**config.mk**
```make
export PLATFORM = sky130hd
export DESIGN_NAME = gsp_host
export DESIGN_NICKNAME = d
export VERILOG_FILES = /design/src/verilog/gsp_pkg.sv /design/src/verilog/gsp_host.sv /design/src/verilog/gsp_spi_word.sv
export SDC_FILE = /design/constraint.sdc
export NUM_CORES = 1
export LEC_CHECK = 0
export BUFFER_PORTS_ARGS = -buffer_cell sky130_fd_sc_hd__buf_4
export CAP_MARGIN = 20
export CORE_ASPECT_RATIO = 1.5
export CORE_MARGIN = 4
export CORE_UTILIZATION = 28
export CTS_BUF_LIST = sky130_fd_sc_hd__clkbuf_2 sky130_fd_sc_hd__clkbuf_4 sky130_fd_sc_hd__clkbuf_8
export CTS_CLUSTER_SIZE = 40
export DETAILED_ROUTE_END_ITERATION = 16
export SLEW_MARGIN = 20
export SYNTH_ARGS = -nofsm -noshare
export SYNTH_HDL_FRONTEND = slang
export SYNTH_SLANG_ARGS = --single-unit
```
**constraint.sdc**
```tcl
create_clock -name aclk -period 2.2 [get_ports aclk]
set_input_delay 0.22 -clock aclk [delete_from_list [all_inputs] [get_ports aclk]]
set_output_delay 0.22 -clock aclk [all_outputs]
set_load 0.03 [all_outputs]
```
**src/verilog/gsp_pkg.sv**
```systemverilog
// Purpose: Constants and types for the gyro SPI host controller
// Assumes: 25 MHz aclk, AXI4-Lite register port, 32-bit data
// Notes: Host drives the sensor's four-wire port as SPI master
// Operation
// - Words 16 bits; change falling, sample rising
// - First word: address, RW, parity layout
// - RW one writes, zero reads
// - D0 makes odd count of ones
// - Write data in D15..D1, parity D0
// - Chip select low across whole frame
// - Extra zero word collects last read
// - Parity mode adds seventeenth clock per word
// - Both ends append and check parity bit
// - After power-up wait, read status twice
package gsp_pkg;
   localparam int CLK_PERIOD_NS     = 40;
   localparam int SPI_MIN_PERIOD_NS = 125;
   localparam int SCK_HALF_MIN_CYC  =
      (SPI_MIN_PERIOD_NS + 2 * CLK_PERIOD_NS - 1) / (2 * CLK_PERIOD_NS);
   // Doubled so the two-flop data-in path still samples mid-bit
   localparam int SCK_HALF_CYC      = 2 * SCK_HALF_MIN_CYC;
   localparam int PWRUP_MS          = 800;
   localparam int PWRUP_CYC         = PWRUP_MS * 1000000 / CLK_PERIOD_NS;

   localparam logic [4:0] WORD_BITS = 5'h10;
   localparam logic [4:0] PAR_BITS  = 5'h11;

   localparam logic [7:0] REG_CTRL   = 8'h00;
   localparam logic [7:0] REG_CMD    = 8'h04;
   localparam logic [7:0] REG_STAT   = 8'h08;
   localparam logic [7:0] REG_RESULT = 8'h0C;
   localparam logic [7:0] REG_FLAGS  = 8'h10;

   localparam int CTRL_PEN_BIT  = 0;
   localparam int CTRL_PSEL_BIT = 1;
   localparam int CTRL_RST_BIT  = 2;
   localparam int CMD_RW_BIT    = 7;
   localparam int CMD_DATA_LSB  = 8;
   localparam int STAT_BUSY_BIT = 0;
   localparam int STAT_DONE_BIT = 1;
   localparam int STAT_INIT_BIT = 2;
   localparam int STAT_SOK_BIT  = 3;
   localparam int STAT_PERR_BIT = 4;

   localparam logic [6:0] DEV_CTRL_ADDR = 7'h07;
   localparam logic [6:0] DEV_STAT_ADDR = 7'h08;
   localparam int         DEV_PEN_BIT   = 12;
   localparam int         DEV_PSEL_BIT  = 13;
   localparam int         SOK_BIT       = 1;

   localparam logic [1:0] RESP_OKAY   = 2'h0;
   localparam logic [1:0] RESP_SLVERR = 2'h2;

   typedef enum logic [5:0] {
      ST_IDLE  = 6'h01,
      ST_PWR   = 6'h02,
      ST_SETUP = 6'h04,
      ST_WORD  = 6'h08,
      ST_HOLD  = 6'h10,
      ST_GAP   = 6'h20
   } gsp_state_type;
endpackage : gsp_pkg

```
**src/verilog/gsp_host.sv**
```systemverilog
// Purpose: SPI host for the gyro sensor with AXI4-Lite registers
// Assumes: 25 MHz aclk; sensor slave on four wires
// Notes: One command per frame; power-up reads run by themselves
//
// Register access over AXI4-Lite is this design's own decision.
`timescale 1ns/100ps
module gsp_host
   import gsp_pkg::*;
#(
   parameter int PWRUP_CYCLES = PWRUP_CYC,
   parameter int SCK_HALF     = SCK_HALF_CYC
)(
   input  wire logic        aclk,
   input  wire logic        aresetn,
   input  wire logic        s_axi_awvalid,
   output logic             s_axi_awready,
   input  wire logic [7:0]  s_axi_awaddr,
   input  wire logic        s_axi_wvalid,
   output logic             s_axi_wready,
   input  wire logic [31:0] s_axi_wdata,
   input  wire logic [3:0]  s_axi_wstrb,
   output logic             s_axi_bvalid,
   input  wire logic        s_axi_bready,
   output logic [1:0]       s_axi_bresp,
   input  wire logic        s_axi_arvalid,
   output logic             s_axi_arready,
   input  wire logic [7:0]  s_axi_araddr,
   output logic             s_axi_rvalid,
   input  wire logic        s_axi_rready,
   output logic [31:0]      s_axi_rdata,
   output logic [1:0]       s_axi_rresp,
   output logic             chip_select_n,
   output logic             sclk,
   output logic             mosi,
   input  wire logic        miso,
   output logic             ext_reset_n
);
   ////////////////////////////////////////////////////////////////////////////
   gsp_state_type st_q;
   logic [31:0]   tmr_q;
   logic [1:0]    wptr_q;
   logic [1:0]    last_w;
   logic [6:0]    cmd_addr_q;
   logic          cmd_rw_q;
   logic [14:0]   cmd_data_q;
   logic          init_left_q;
   logic          init_done_q;
   logic          start_q;
   logic [15:0]   tx_q;
   logic          pbit_q;
   logic [15:0]   tx_next;
   logic          par_en_q;
   logic          psel_q;
   logic          rst_pin_q;
   logic          word_done;
   logic [16:0]   rx_word;
   logic [15:0]   rx16;
   logic          rx_bad;
   logic          done_q;
   logic          done_set;
   logic          perr_q;
   logic          sok_q;
   logic [15:0]   flags_q;
   logic [14:0]   result_q;
   logic          aw_full_q;
   logic          w_full_q;
   logic [7:0]    awaddr_q;
   logic [31:0]   wdata_q;
   logic          wstrb0_q;
   logic          wr_fire;
   logic          wr_ok;
   logic          cmd_go;
   logic          stat_w1c;
   logic [31:0]   rd_data;
   logic          rd_ok;

   function automatic logic [15:0] gsp_odd_word(input logic [14:0] b);
      return {b, ~^b};
   endfunction : gsp_odd_word

   function automatic logic gsp_par_bit(input logic [15:0] w, input logic sel);
      return (^w) ^ sel;
   endfunction : gsp_par_bit

   ////////////////////////////////////////////////////////////////////////////
   // Word schedule: address, then data or zero, then zero after a write

   assign last_w = cmd_rw_q ? 2'h2 : 2'h1;

   always_comb begin
      case (wptr_q)
         2'h0:    tx_next = gsp_odd_word({6'h00, cmd_addr_q, cmd_rw_q, 1'b0});
         2'h1:    tx_next = cmd_rw_q ? gsp_odd_word(cmd_data_q) : 16'h0000;
         default: tx_next = 16'h0000;
      endcase
   end

   assign cmd_go = wr_fire && awaddr_q == REG_CMD && wstrb0_q && st_q == ST_IDLE
                   && !rst_pin_q;

   assign done_set = st_q == ST_GAP && tmr_q == 32'(2 * SCK_HALF - 1) && !init_left_q;

   ////////////////////////////////////////////////////////////////////////////
   // Frame sequencer

   always_ff @(posedge aclk) begin
      if (!aresetn) begin
         st_q        <= ST_PWR;
         tmr_q       <= 32'h0000_0000;
         wptr_q      <= 2'h0;
         cmd_addr_q  <= 7'h00;
         cmd_rw_q    <= 1'b0;
         cmd_data_q  <= 15'h0000;
         init_left_q <= 1'b0;
         init_done_q <= 1'b0;
         chip_select_n <= 1'b1;
         start_q     <= 1'b0;
         tx_q        <= 16'h0000;
         pbit_q      <= 1'b0;
         par_en_q    <= 1'b0;
         psel_q      <= 1'b0;
      end else begin
         start_q <= 1'b0;
         if (rst_pin_q) begin
            par_en_q <= 1'b0;
            psel_q   <= 1'b0;
         end
         case (st_q)
            ST_PWR: begin
               if (tmr_q == 32'(PWRUP_CYCLES - 1)) begin
                  // Two status reads acknowledge start-up flags
                  cmd_addr_q    <= DEV_STAT_ADDR;
                  cmd_rw_q      <= 1'b0;
                  init_left_q   <= 1'b1;
                  wptr_q        <= 2'h0;
                  tmr_q         <= 32'h0000_0000;
                  chip_select_n <= 1'b0;
                  st_q          <= ST_SETUP;
               end else begin
                  tmr_q <= tmr_q + 32'h0000_0001;
               end
            end
            ST_IDLE: begin
               if (cmd_go) begin
                  cmd_addr_q    <= wdata_q[6:0];
                  cmd_rw_q      <= wdata_q[CMD_RW_BIT];
                  cmd_data_q    <= wdata_q[CMD_DATA_LSB +: 15];
                  wptr_q        <= 2'h0;
                  tmr_q         <= 32'h0000_0000;
                  chip_select_n <= 1'b0;
                  st_q          <= ST_SETUP;
               end
            end
            ST_SETUP: begin
               if (tmr_q == 32'(SCK_HALF - 1)) begin
                  start_q <= 1'b1;
                  tx_q    <= tx_next;
                  pbit_q  <= gsp_par_bit(tx_next, psel_q);
                  st_q    <= ST_WORD;
               end else begin
                  tmr_q <= tmr_q + 32'h0000_0001;
               end
            end
            ST_WORD: begin
               if (word_done) begin
                  tmr_q <= 32'h0000_0000;
                  if (wptr_q == last_w) begin
                     st_q <= ST_HOLD;
                  end else begin
                     wptr_q <= wptr_q + 2'h1;
                     st_q   <= ST_SETUP;
                  end
               end
            end
            ST_HOLD: begin
               if (tmr_q == 32'(SCK_HALF - 1)) begin
                  chip_select_n <= 1'b1;
                  tmr_q         <= 32'h0000_0000;
                  st_q          <= ST_GAP;
                  if (cmd_rw_q && cmd_addr_q == DEV_CTRL_ADDR && !rst_pin_q) begin
                     // Follow the sensor's parity mode after it takes it
                     par_en_q <= cmd_data_q[DEV_PEN_BIT];
                     psel_q   <= cmd_data_q[DEV_PSEL_BIT];
                  end
               end else begin
                  tmr_q <= tmr_q + 32'h0000_0001;
               end
            end
            ST_GAP: begin
               if (tmr_q == 32'(2 * SCK_HALF - 1)) begin
                  tmr_q <= 32'h0000_0000;
                  if (init_left_q) begin
                     init_left_q   <= 1'b0;
                     wptr_q        <= 2'h0;
                     chip_select_n <= 1'b0;
                     st_q          <= ST_SETUP;
                  end else begin
                     init_done_q <= 1'b1;
                     st_q        <= ST_IDLE;
                  end
               end else begin
                  tmr_q <= tmr_q + 32'h0000_0001;
               end
            end
            default: st_q <= ST_IDLE;
         endcase
      end
   end

   gsp_spi_word #(
      .HALF (SCK_HALF)
   ) u_word (
      .aclk    (aclk),
      .aresetn (aresetn),
      .start   (start_q),
      .par_en  (par_en_q),
      .tx_word (tx_q),
      .tx_pbit (pbit_q),
      .miso    (miso),
      .sclk    (sclk),
      .mosi    (mosi),
      .done    (word_done),
      .rx_word (rx_word)
   );

   ////////////////////////////////////////////////////////////////////////////
   // Answers: status on first word and after write data, result otherwise

   assign rx16   = par_en_q ? rx_word[16:1] : rx_word[15:0];
   // All-zero answers come from missing registers and carry no parity
   assign rx_bad = (rx16 != 16'h0000 && !(^rx16))
                   || (par_en_q && (^{rx16, rx_word[0]}) != psel_q);

   always_ff @(posedge aclk) begin
      if (!aresetn) begin
         flags_q  <= 16'h0000;
         sok_q    <= 1'b0;
         result_q <= 15'h0000;
      end else if (word_done) begin
         if (wptr_q == 2'h1) begin
            result_q <= rx16[15:1];
         end else begin
            flags_q <= rx16;
            sok_q   <= rx16[SOK_BIT];
         end
      end
   end

   always_ff @(posedge aclk) begin
      if (!aresetn) begin
         done_q <= 1'b0;
         perr_q <= 1'b0;
      end else begin
         done_q <= done_set || (done_q && !(stat_w1c && wdata_q[STAT_DONE_BIT]));
         perr_q <= (word_done && rx_bad)
                   || (perr_q && !(stat_w1c && wdata_q[STAT_PERR_BIT]));
      end
   end

   ////////////////////////////////////////////////////////////////////////////
   // AXI4-Lite write channel

   assign wr_fire  = aw_full_q && w_full_q && !s_axi_bvalid;
   assign stat_w1c = wr_fire && awaddr_q == REG_STAT && wstrb0_q;
   assign wr_ok    = awaddr_q == REG_CTRL || awaddr_q == REG_STAT
                     || (awaddr_q == REG_CMD && cmd_go);

   always_ff @(posedge aclk) begin
      if (!aresetn) begin
         s_axi_awready <= 1'b0;
         s_axi_wready  <= 1'b0;
         s_axi_bvalid  <= 1'b0;
         s_axi_bresp   <= RESP_OKAY;
         aw_full_q     <= 1'b0;
         w_full_q      <= 1'b0;
         awaddr_q      <= 8'h00;
         wdata_q       <= 32'h0000_0000;
         wstrb0_q      <= 1'b0;
         rst_pin_q     <= 1'b0;
      end else begin
         if (s_axi_awvalid && s_axi_awready) begin
            awaddr_q      <= s_axi_awaddr;
            aw_full_q     <= 1'b1;
            s_axi_awready <= 1'b0;
         end else if (!aw_full_q && !s_axi_bvalid) begin
            s_axi_awready <= 1'b1;
         end
         if (s_axi_wvalid && s_axi_wready) begin
            wdata_q      <= s_axi_wdata;
            wstrb0_q     <= s_axi_wstrb[0];
            w_full_q     <= 1'b1;
            s_axi_wready <= 1'b0;
         end else if (!w_full_q && !s_axi_bvalid) begin
            s_axi_wready <= 1'b1;
         end
         if (wr_fire) begin
            aw_full_q    <= 1'b0;
            w_full_q     <= 1'b0;
            s_axi_bvalid <= 1'b1;
            s_axi_bresp  <= wr_ok ? RESP_OKAY : RESP_SLVERR;
            if (awaddr_q == REG_CTRL && wstrb0_q) begin
               rst_pin_q <= wdata_q[CTRL_RST_BIT];
            end
         end else if (s_axi_bvalid && s_axi_bready) begin
            s_axi_bvalid <= 1'b0;
         end
      end
   end

   always_ff @(posedge aclk) begin
      if (!aresetn) begin
         ext_reset_n <= 1'b0;
      end else begin
         ext_reset_n <= !rst_pin_q;
      end
   end

   ////////////////////////////////////////////////////////////////////////////
   // AXI4-Lite read channel

   always_comb begin
      rd_data = 32'h0000_0000;
      rd_ok   = 1'b1;
      case (s_axi_araddr)
         REG_CTRL: begin
            rd_data[CTRL_PEN_BIT]  = par_en_q;
            rd_data[CTRL_PSEL_BIT] = psel_q;
            rd_data[CTRL_RST_BIT]  = rst_pin_q;
         end
         REG_CMD:    rd_data = {9'h000, cmd_data_q, cmd_rw_q, cmd_addr_q};
         REG_STAT: begin
            rd_data[STAT_BUSY_BIT] = st_q != ST_IDLE;
            rd_data[STAT_DONE_BIT] = done_q;
            rd_data[STAT_INIT_BIT] = init_done_q;
            rd_data[STAT_SOK_BIT]  = sok_q;
            rd_data[STAT_PERR_BIT] = perr_q;
         end
         REG_RESULT: rd_data = {17'h00000, result_q};
         REG_FLAGS:  rd_data = {16'h0000, flags_q};
         default:    rd_ok = 1'b0;
      endcase
   end

   always_ff @(posedge aclk) begin
      if (!aresetn) begin
         s_axi_arready <= 1'b0;
         s_axi_rvalid  <= 1'b0;
         s_axi_rdata   <= 32'h0000_0000;
         s_axi_rresp   <= RESP_OKAY;
      end else if (s_axi_arvalid && s_axi_arready) begin
         s_axi_arready <= 1'b0;
         s_axi_rvalid  <= 1'b1;
         s_axi_rdata   <= rd_data;
         s_axi_rresp   <= rd_ok ? RESP_OKAY : RESP_SLVERR;
      end else if (s_axi_rvalid && s_axi_rready) begin
         s_axi_rvalid <= 1'b0;
      end else if (!s_axi_rvalid) begin
         s_axi_arready <= 1'b1;
      end
   end
endmodule : gsp_host

```
**src/verilog/gsp_spi_word.sv**
```systemverilog
// Purpose: Shifts one SPI word out and in, 16 or 17 clocks
// Assumes: Clock idles low; caller holds chip select
// Notes: Data-in passes two flops before it is sampled
`timescale 1ns/100ps
module gsp_spi_word
   import gsp_pkg::*;
#(
   parameter int HALF = SCK_HALF_CYC
)(
   input  wire logic        aclk,
   input  wire logic        aresetn,
   input  wire logic        start,
   input  wire logic        par_en,
   input  wire logic [15:0] tx_word,
   input  wire logic        tx_pbit,
   input  wire logic        miso,
   output logic             sclk,
   output logic             mosi,
   output logic             done,
   output logic [16:0]      rx_word
);
   logic        miso_m_q;
   logic        miso_s_q;
   logic [16:0] sh_q;
   logic [4:0]  bit_q;
   logic [7:0]  ph_q;
   logic        act_q;
   logic [4:0]  nbits;
   logic [4:0]  rise_cnt_q;

   assign nbits = par_en ? PAR_BITS : WORD_BITS;

   always_ff @(posedge aclk) begin
      if (!aresetn) begin
         miso_m_q <= 1'b0;
         miso_s_q <= 1'b0;
      end else begin
         miso_m_q <= miso;
         miso_s_q <= miso_m_q;
      end
   end

   always_ff @(posedge aclk) begin
      if (!aresetn) begin
         act_q   <= 1'b0;
         sclk    <= 1'b0;
         mosi    <= 1'b0;
         done    <= 1'b0;
         bit_q   <= 5'h00;
         ph_q    <= 8'h00;
         sh_q    <= 17'h00000;
         rx_word <= 17'h00000;
      end else begin
         done <= 1'b0;
         if (!act_q && start) begin
            act_q   <= 1'b1;
            sh_q    <= {tx_word, tx_pbit};
            mosi    <= tx_word[15];
            bit_q   <= 5'h00;
            ph_q    <= 8'h00;
            rx_word <= 17'h00000;
         end else if (act_q) begin
            if (ph_q == 8'(HALF - 1)) begin
               ph_q <= 8'h00;
               if (!sclk) begin
                  sclk <= 1'b1;
               end else begin
                  // Falling edge: capture, then present next bit
                  sclk    <= 1'b0;
                  rx_word <= {rx_word[15:0], miso_s_q};
                  sh_q    <= {sh_q[15:0], 1'b0};
                  mosi    <= sh_q[15];
                  bit_q   <= bit_q + 5'h01;
                  if (bit_q == nbits - 5'h01) begin
                     act_q <= 1'b0;
                     done  <= 1'b1;
                  end
               end
            end else begin
               ph_q <= ph_q + 8'h01;
            end
         end
      end
   end

   always_ff @(posedge aclk) begin
      if (!aresetn) begin
         rise_cnt_q <= 5'h00;
      end else if (start && !act_q) begin
         rise_cnt_q <= 5'h00;
      end else if (act_q && !sclk && ph_q == 8'(HALF - 1)) begin
         rise_cnt_q <= rise_cnt_q + 5'h01;
      end
   end
endmodule : gsp_spi_word
```
==> results of run 1 <==
per-stage QoR:
step	cell area (sq um)	cells	power (W)	setup TNS [ns]
6_report	15300	2056	0.0105	-0.255
5_1_grt	15300	2056	0.0110	-3.41
4_1_cts	14800	2040	0.0105	-0.0827
3_5_place_dp	13300	1920	0.00605	-2.01
3_3_place_gp	13300	1920	0.00603	-1.83
2_1_floorplan	11200	1269	0.00552	-0.0824
path summary, 6_finish.rpt:
path	from	end	depth (start not counted)
max	wptr_q[0]$_SDFFE_PN0P_	pbit_q$_SDFFE_PN0P_	8
min reg2reg	u_word.miso_m_q$_SDFF_PN0_	u_word.miso_s_q$_SDFF_PN0_	1
max reg2reg	wptr_q[0]$_SDFFE_PN0P_	pbit_q$_SDFFE_PN0P_	8
min	s_axi_arvalid	s_axi_arready$_SDFFE_PP0P_	4
per-layer routing:
layer,global-route usage,up-vias
li1,-,5012
met1,0.166,4694
met2,0.275,235
met3,0.0188,82
met4,0.0644,0
met5,0,-
cell families (layout without fill, tap and decap cells):
kind of cell,count (synthesis),count (layout),share of synthesized area
flip-flops,237,237,0.429
AND/OR/NAND/NOR,510,510,0.240
XOR/XNOR,77,77,0.0697
multiplexers,32,32,0.0312
buffers and inverters,113,404,0.0469
other,1,12,0.000339
AO/OA/AOI/OAI,273,273,0.165
adder cells (fa/ha/maj),16,16,0.0181
flip-flops by register name, summed over array words and instances (netlist names), 2 cells and up:
register	count
tx_q	16
cmd_addr_q	7
result_q	15
st_q	6
s_axi_rdata	23
u_word.bit_q	5
cmd_data_q	15
u_word.rx_word	17
awaddr_q	8
tmr_q	32
wdata_q	23
wptr_q	2
u_word.ph_q	8
flags_q	16
u_word.sh_q	16
repair_timing:
action	4_1_cts	5_1_grt
pin swaps	15	28
endpoints found under the hold margin	39	0
setup buffers	7	11
cloned	1	4
resized for setup	36	65
endpoints found under the setup margin	48	70
hold buffers	46	0
worst min-delay path: stages:
cell	delay [ns]
buf_4	0.08
and2_1	0.15
buf_4	0.15
nor3_1	0.05
power groups by stage:
stage / Combinational [W] / Clock (W) / Sequential (W)
3_5_place_dp: 0.00148 / 0 / 0.00456
5_1_grt: 0.00196 / 0.00451 / 0.00450
4_1_cts: 0.00167 / 0.00433 / 0.00449
2_1_floorplan: 0.000949 / 0 / 0.00458
6_report: 0.00183 / 0.00423 / 0.00449
3_3_place_gp: 0.00147 / 0 / 0.00456
cells in the final DEF, fill, tap and decap left out, types with 5 or more instances in the layout:
master | netlist | routed
buf_4 | 11 | 254
dfxtp_1 | 237 | 216
nand2_1 | 206 | 206
a21oi_1 | 118 | 118
nor2_1 | 90 | 89
xnor2_1 | 53 | 53
clkbuf_8 | 0 | 47
dlygate4sd3_1 | 0 | 46
nand3_1 | 44 | 42
a211oi_1 | 39 | 38
nor3_2 | 26 | 25
a22oi_1 | 26 | 25
o21ai_0 | 26 | 25
mux2i_1 | 30 | 19
inv_1 | 20 | 17
nand4_1 | 17 | 17
xor2_1 | 17 | 17
dfxtp_2 | 0 | 17
nor4_1 | 18 | 15
nor3_1 | 17 | 14
a22o_1 | 14 | 14
ha_1 | 16 | 13
or3_1 | 13 | 12
conb_1 | 1 | 11
nor4_4 | 2 | 10
a211oi_2 | 9 | 10
clkbuf_4 | 0 | 10
mux2i_2 | 0 | 9
buf_6 | 5 | 9
and2_1 | 10 | 8
nand2b_1 | 6 | 6
xnor3_1 | 7 | 6
a32oi_2 | 0 | 5
layout make-up:
type	instances	area share
clock inverter	9	0.00868
timing repair buffer	318	0.174
clock buffer	57	0.0472
tap	495	0.0405
inverter	20	0.00540
multi-input combinational	919	0.411
antenna	1	0.000164
sequential	237	0.313
==> qor.csv, run 1 <==
metric,value,unit
max-cap-violations,0,
clock_sinks,237,
finalCritPeriodShare,1.02,
drt_iter0_drc,481,
min_period,2.24,ns
highest_layer,met4,
ant_nets,0,
routed-wl-met3,1170,microns
root_buffer,clkbuf_8,
synthTopCellsByArea,"dfxtp_1 43%, nand2_1 7.0%, a21oi_1 5.3%, xnor2_1 4.2%, nor2_1 3.1%",
num_vias,10023,
cp_common_cell,xnor3_1,
synth.yosys.seq_area_share,0.429,
ys_ff_latch,237,
ys_warn_count,0,
fin_util,0.394,
switching_power,0.00283,W
hpwl,23800,microns
die_x,170,microns
core_region_area,38800,sq um
yosysTopAreaCell,dfxtp_1,
fmax,446,MHz
status,finished with violations,
p_per_area,690,nW/um^2
wl_per_cell,16.0,microns
path_cells,inv_2 > ha_4 > buf_6 > a22o_1 > xnor3_1 > xnor3_1 > or4_4 > nand3_2,
whs,0.151,ns
critPathKind,register to register,
synth_common_cells,"237 x dfxtp_1, 206 x nand2_1, 118 x a21oi_1",
initial_core_util,0.285,
synth_edf_count,0,
setup_viol,16,
viasPerCell,4.88,
io_buffers,81,
syn_avg_cell_area,8.79,sq um
worstMarginPinSlew,0.905,ns
antenna_found_initial,1,
peakVddDrop,452,uV
hold_path.class,primary input to register,
multiInputGateArea,6270,sq um
synthesis.area,11100,sq um
p_sw_frac,0.268,
drive_gt1_frac,0.308,
die_height,251,microns
synthesis.instances,1259,
slew_violations,0,
grt_pass1_wl,52000,microns
nets,1610,
std_cell_rows,88,
cts-buffers-inserted,38,
async_reset_ff_frac,0,
die-area,42800,sq um
register_area,4780,sq um
place_ws,-0.156,ns
place_congestion,0.915,
clock_insertion_delay_worst_skew,0.55,ns
cpMaxStageDelayCell,or4_4,
grt_pass1_vias,10095,
htree_levels,2,
critPathBufInv,2,
path_delay_family,XOR/XNOR gates,
wl_met1,13100,microns
grt_overflow,0,
worstSetupEndpointType,register,
failed_checks,negative setup slack,
track_usage,0.147,
crit_fanout,6,
wl,32900,microns
sequentialPowerShare,0.426,
met2WireLength,17300,microns
combPwrFrac,0.174,
crit_path_start_kind,register,
yosys.cell_count.top_type,dfxtp_1,
p_clk_frac,0.401,
internal-power,0.00772,W
final_hold_viol_count,0,
synth.distinct_cells,72,
grt_max_degree,40,
io_pins,105,
clkTransAtPathRegs,0.06,ns
drc,0,
synth_top_area_frac,0.429,
syn2layout_area_growth,38.2,%
clockBufferDepth,3,
drt_pass1_iterations,5,
synth_ff_type,dfxtp_1,
p_leak,5.62,nW
relSlewSlack,0.395,
slowest_delay,0.42,ns
required,2.69,ns
crit_arrival,2.73,ns
rsz0062_at_grt,yes,
setup_slack,-0.0444,ns
cts_tree,done,
fillers,3843,
skew,0.0150,ns
rrSetupSlack,-0.04,ns
Note: power is estimated with default switching activity, not from simulation.
==> run 2: changes to the inputs <==
--- a/config.mk
+++ b/config.mk
@@ -9,10 +9,10 @@
 export CAP_MARGIN = 20
 export CORE_ASPECT_RATIO = 1.5
 export CORE_MARGIN = 4
-export CORE_UTILIZATION = 28
+export CORE_UTILIZATION = 45
 export CTS_BUF_LIST = sky130_fd_sc_hd__clkbuf_2 sky130_fd_sc_hd__clkbuf_4 sky130_fd_sc_hd__clkbuf_8
-export CTS_CLUSTER_SIZE = 40
 export DETAILED_ROUTE_END_ITERATION = 16
+export PLACE_DENSITY = 0.66
 export SLEW_MARGIN = 20
 export SYNTH_ARGS = -nofsm -noshare
 export SYNTH_HDL_FRONTEND = slang
==> qor.csv, run 2 (synthesis gave the netlist of run 1 again) <==
metric,value,unit,change
p_per_area,701,nW/um^2,+1.6%
io_pins,105,,unchanged
crit_path_start_kind,register,,
min_from,aresetn,,
cts_tree,done,,
status,finished with violations,,
top_register,tmr_q,,
drt_pass1_iterations,5,,unchanged
required,2.68,ns,about the same
max-cap-violations,0,,unchanged
critPathKind,register to register,,
antenna_found_initial,0,,-1
setup_viol,31,,+15
hpwl,22500,microns,-5.3%
nets,1603,,-0.43%
initial_core_util,0.456,,+0.171
drc,0,,unchanged
grt_max_degree,55,,+38%
final_common_cell,buf_4,,
clkTransAtPathRegs,0.06,ns,about the same
clock_insertion_delay_worst_skew,0.54,ns,about the same
fin_util,0.615,,+0.221
grt_pass1_wl,50700,microns,-2.5%
die_height,200,microns,-20%
worstSetupEndpointType,register,,
rsz0062_at_grt,yes,,
p_sw_frac,0.273,,+0.00480
holdPathStages,3,,-1
p_leak,5.51,nW,-1.8%
hold_path.class,primary input to register,,
grt_pass1_vias,9841,,-2.5%
wl,32300,microns,-1.8%
min_to,s_axi_rresp[1]$_SDFFE_PN0P_,,
reg2reg_depth,8,,unchanged
design_power_total,0.0105,W,-0.80%
slowest_delay,0.43,ns,about the same
die-area,27200,sq um,-36%
failed_checks,negative setup slack,,
ant_nets,0,,unchanged
worstReg2RegStart,wptr_q[0]$_SDFFE_PN0P_,,
peakVddDrop,704,uV,+56%
finalSetupTns,-0.998,ns,-0.743 ns
n_antenna_cell,0,,-1
path_cells,inv_2 > ha_2 > a32oi_2 > xnor2_1 > xnor3_1 > xnor3_1 > or4_1 > nand3_1,,
worstMarginPinSlew,0.900,ns,-0.00442 ns
mostFrequentLayoutCells,"251 x buf_4, 218 x dfxtp_1, 206 x nand2_1",,
htree_levels,2,,unchanged
cp_common_cell,xnor3_1,,
crit_fanout,5,,-1
skew,0.0167,ns,+0.00166 ns
r2r-end,pbit_q$_SDFFE_PN0P_,,
viasPerCell,5.42,,+11%
root_buffer,clkbuf_8,,
top_regs,"tmr_q: 32 flops, s_axi_rdata: 23 flops, wdata_q: 23 flops",,
grt_overflow,0,,unchanged
num_vias,10165,,+1.4%
fmax,437,MHz,-1.9%
largest_register_ffs,32,,unchanged
switching_power,0.00286,W,+0.97%
place_congestion,0.939,,+2.7%
relSlewSlack,0.398,,+0.00295
slew_violations,0,,unchanged
cts-buffers-inserted,38,,unchanged
syn2layout_area_growth,34.9,%,
final_hold_viol_count,0,,unchanged
sequentialPowerShare,0.429,,+0.003
core_region_area,24300,sq um,-37%
crit_arrival,2.76,ns,+0.03 ns
die_x,136,microns,-20%
internal-power,0.00761,W,-1.5%
rrSetupSlack,-0.09,ns,-0.04 ns
wl_per_cell,17.2,microns,+7.6%
min_period,2.29,ns,+0.0435 ns
finalCritPeriodShare,1.04,,+0.0198
cpMaxStageDelayCell,xnor3_1,,
combPwrFrac,0.174,,about the same
setup_slack,-0.0879,ns,-0.0435 ns
clockBufferDepth,3,,unchanged
std_cell_rows,70,,-20%
io_buffers,81,,unchanged
drive_gt1_frac,0.300,,-0.00872
track_usage,0.233,,+0.0853
clock_sinks,237,,unchanged
drt_iter0_drc,621,,+29%
p_clk_frac,0.396,,-0.005
## run 2: cell types whose count changed in the layout (fill, tap and decap cells not counted), sizes merged
cell,change
inv,-1
buf,-5
dlygate4sd3,-1
bufinv,-1
diode,-1
## run 2: power by group through the flow
stage | sequential (W) | clock, W | combinational [W]
finish | 0.00449 | 0.00415 | 0.00182
global route | 0.00450 | 0.00441 | 0.00194
CTS | 0.00449 | 0.00425 | 0.00165
detailed placement | 0.00458 | 0 | 0.00148
global placement | 0.00457 | 0 | 0.00146
floorplan | 0.00458 | 0 | 0.000949
## run 2: worst max path at each step
stage / from / endpoint / slack, ns / depth (start not counted)
3_3_place_gp: wptr_q[1]$_SDFFE_PN0P_ / pbit_q$_SDFFE_PN0P_ / -0.07 / 8
3_5_place_dp: wptr_q[1]$_SDFFE_PN0P_ / pbit_q$_SDFFE_PN0P_ / -0.12 / 8
4_1_cts: wptr_q[1]$_SDFFE_PN0P_ / pbit_q$_SDFFE_PN0P_ / -0.11 / 9
6_report: wptr_q[0]$_SDFFE_PN0P_ / pbit_q$_SDFFE_PN0P_ / -0.09 / 8
2_1_floorplan: wptr_q[1]$_SDFFE_PN0P_ / pbit_q$_SDFFE_PN0P_ / -0.08 / 9
5_1_grt: tmr_q[24]$_SDFFE_PN0P_ / tmr_q[30]$_SDFFE_PN0P_ / -0.19 / 9
## run 2: through the flow
| stage | cell area, sq um | hold WS (ns) | instances | setup WS (ns) |
|---|---|---|---|---|
| floorplan | 11200 | 0.347 | 1269 | -0.0824 |
| global placement | 13000 | 0.414 | 1749 | -0.0734 |
| detailed placement | 13000 | 0.425 | 1749 | -0.125 |
| CTS | 14700 | 0.0442 | 1871 | -0.105 |
| global route | 14900 | 0.0722 | 1876 | -0.190 |
| finish | 14900 | 0.0702 | 1876 | -0.0879 |
## run 2: layer usage
metal / part of all wire / GRT usage / wire length, microns
met1: 0.40 / 0.276 / 12900
met3: 0.050 / 0.0331 / 1620
met2: 0.51 / 0.427 / 16600
met5: 0 / 0 / 0
met4: 0.037 / 0.0814 / 1210
## run 2: final cells by class
class | count | area, sq um
Clock inverter | 7 | 90.1
Multi-Input combinational cell | 919 | 6250
Fill cell | 2019 | 9340
Clock buffer | 58 | 742
Tap cell | 324 | 405
Sequential cell | 237 | 4780
Inverter | 20 | 80.1
Timing Repair Buffer | 311 | 2570
## run 2: critical path: cells and delay by family (launching register included)
| family | cells | cell delay [ns] |
|---|---|---|
| xor gates and xnor gates | 3 | 0.93 |
| and+or+nand+nor | 2 | 0.48 |
| DFF | 1 | 0.37 |
| adders and majority gates | 1 | 0.20 |
| AOI/OAI and AO/OA | 1 | 0.20 |
| buffers and inverters | 1 | 0.04 |
## run 2: repair_timing
item,4_1_cts,5_1_grt
endpoints found under the hold margin,37,0
cloned,2,2
hold buffers,45,0
pin swaps,14,24
resized for setup,41,49
setup endpoints to repair,45,77
setup buffers,10,6
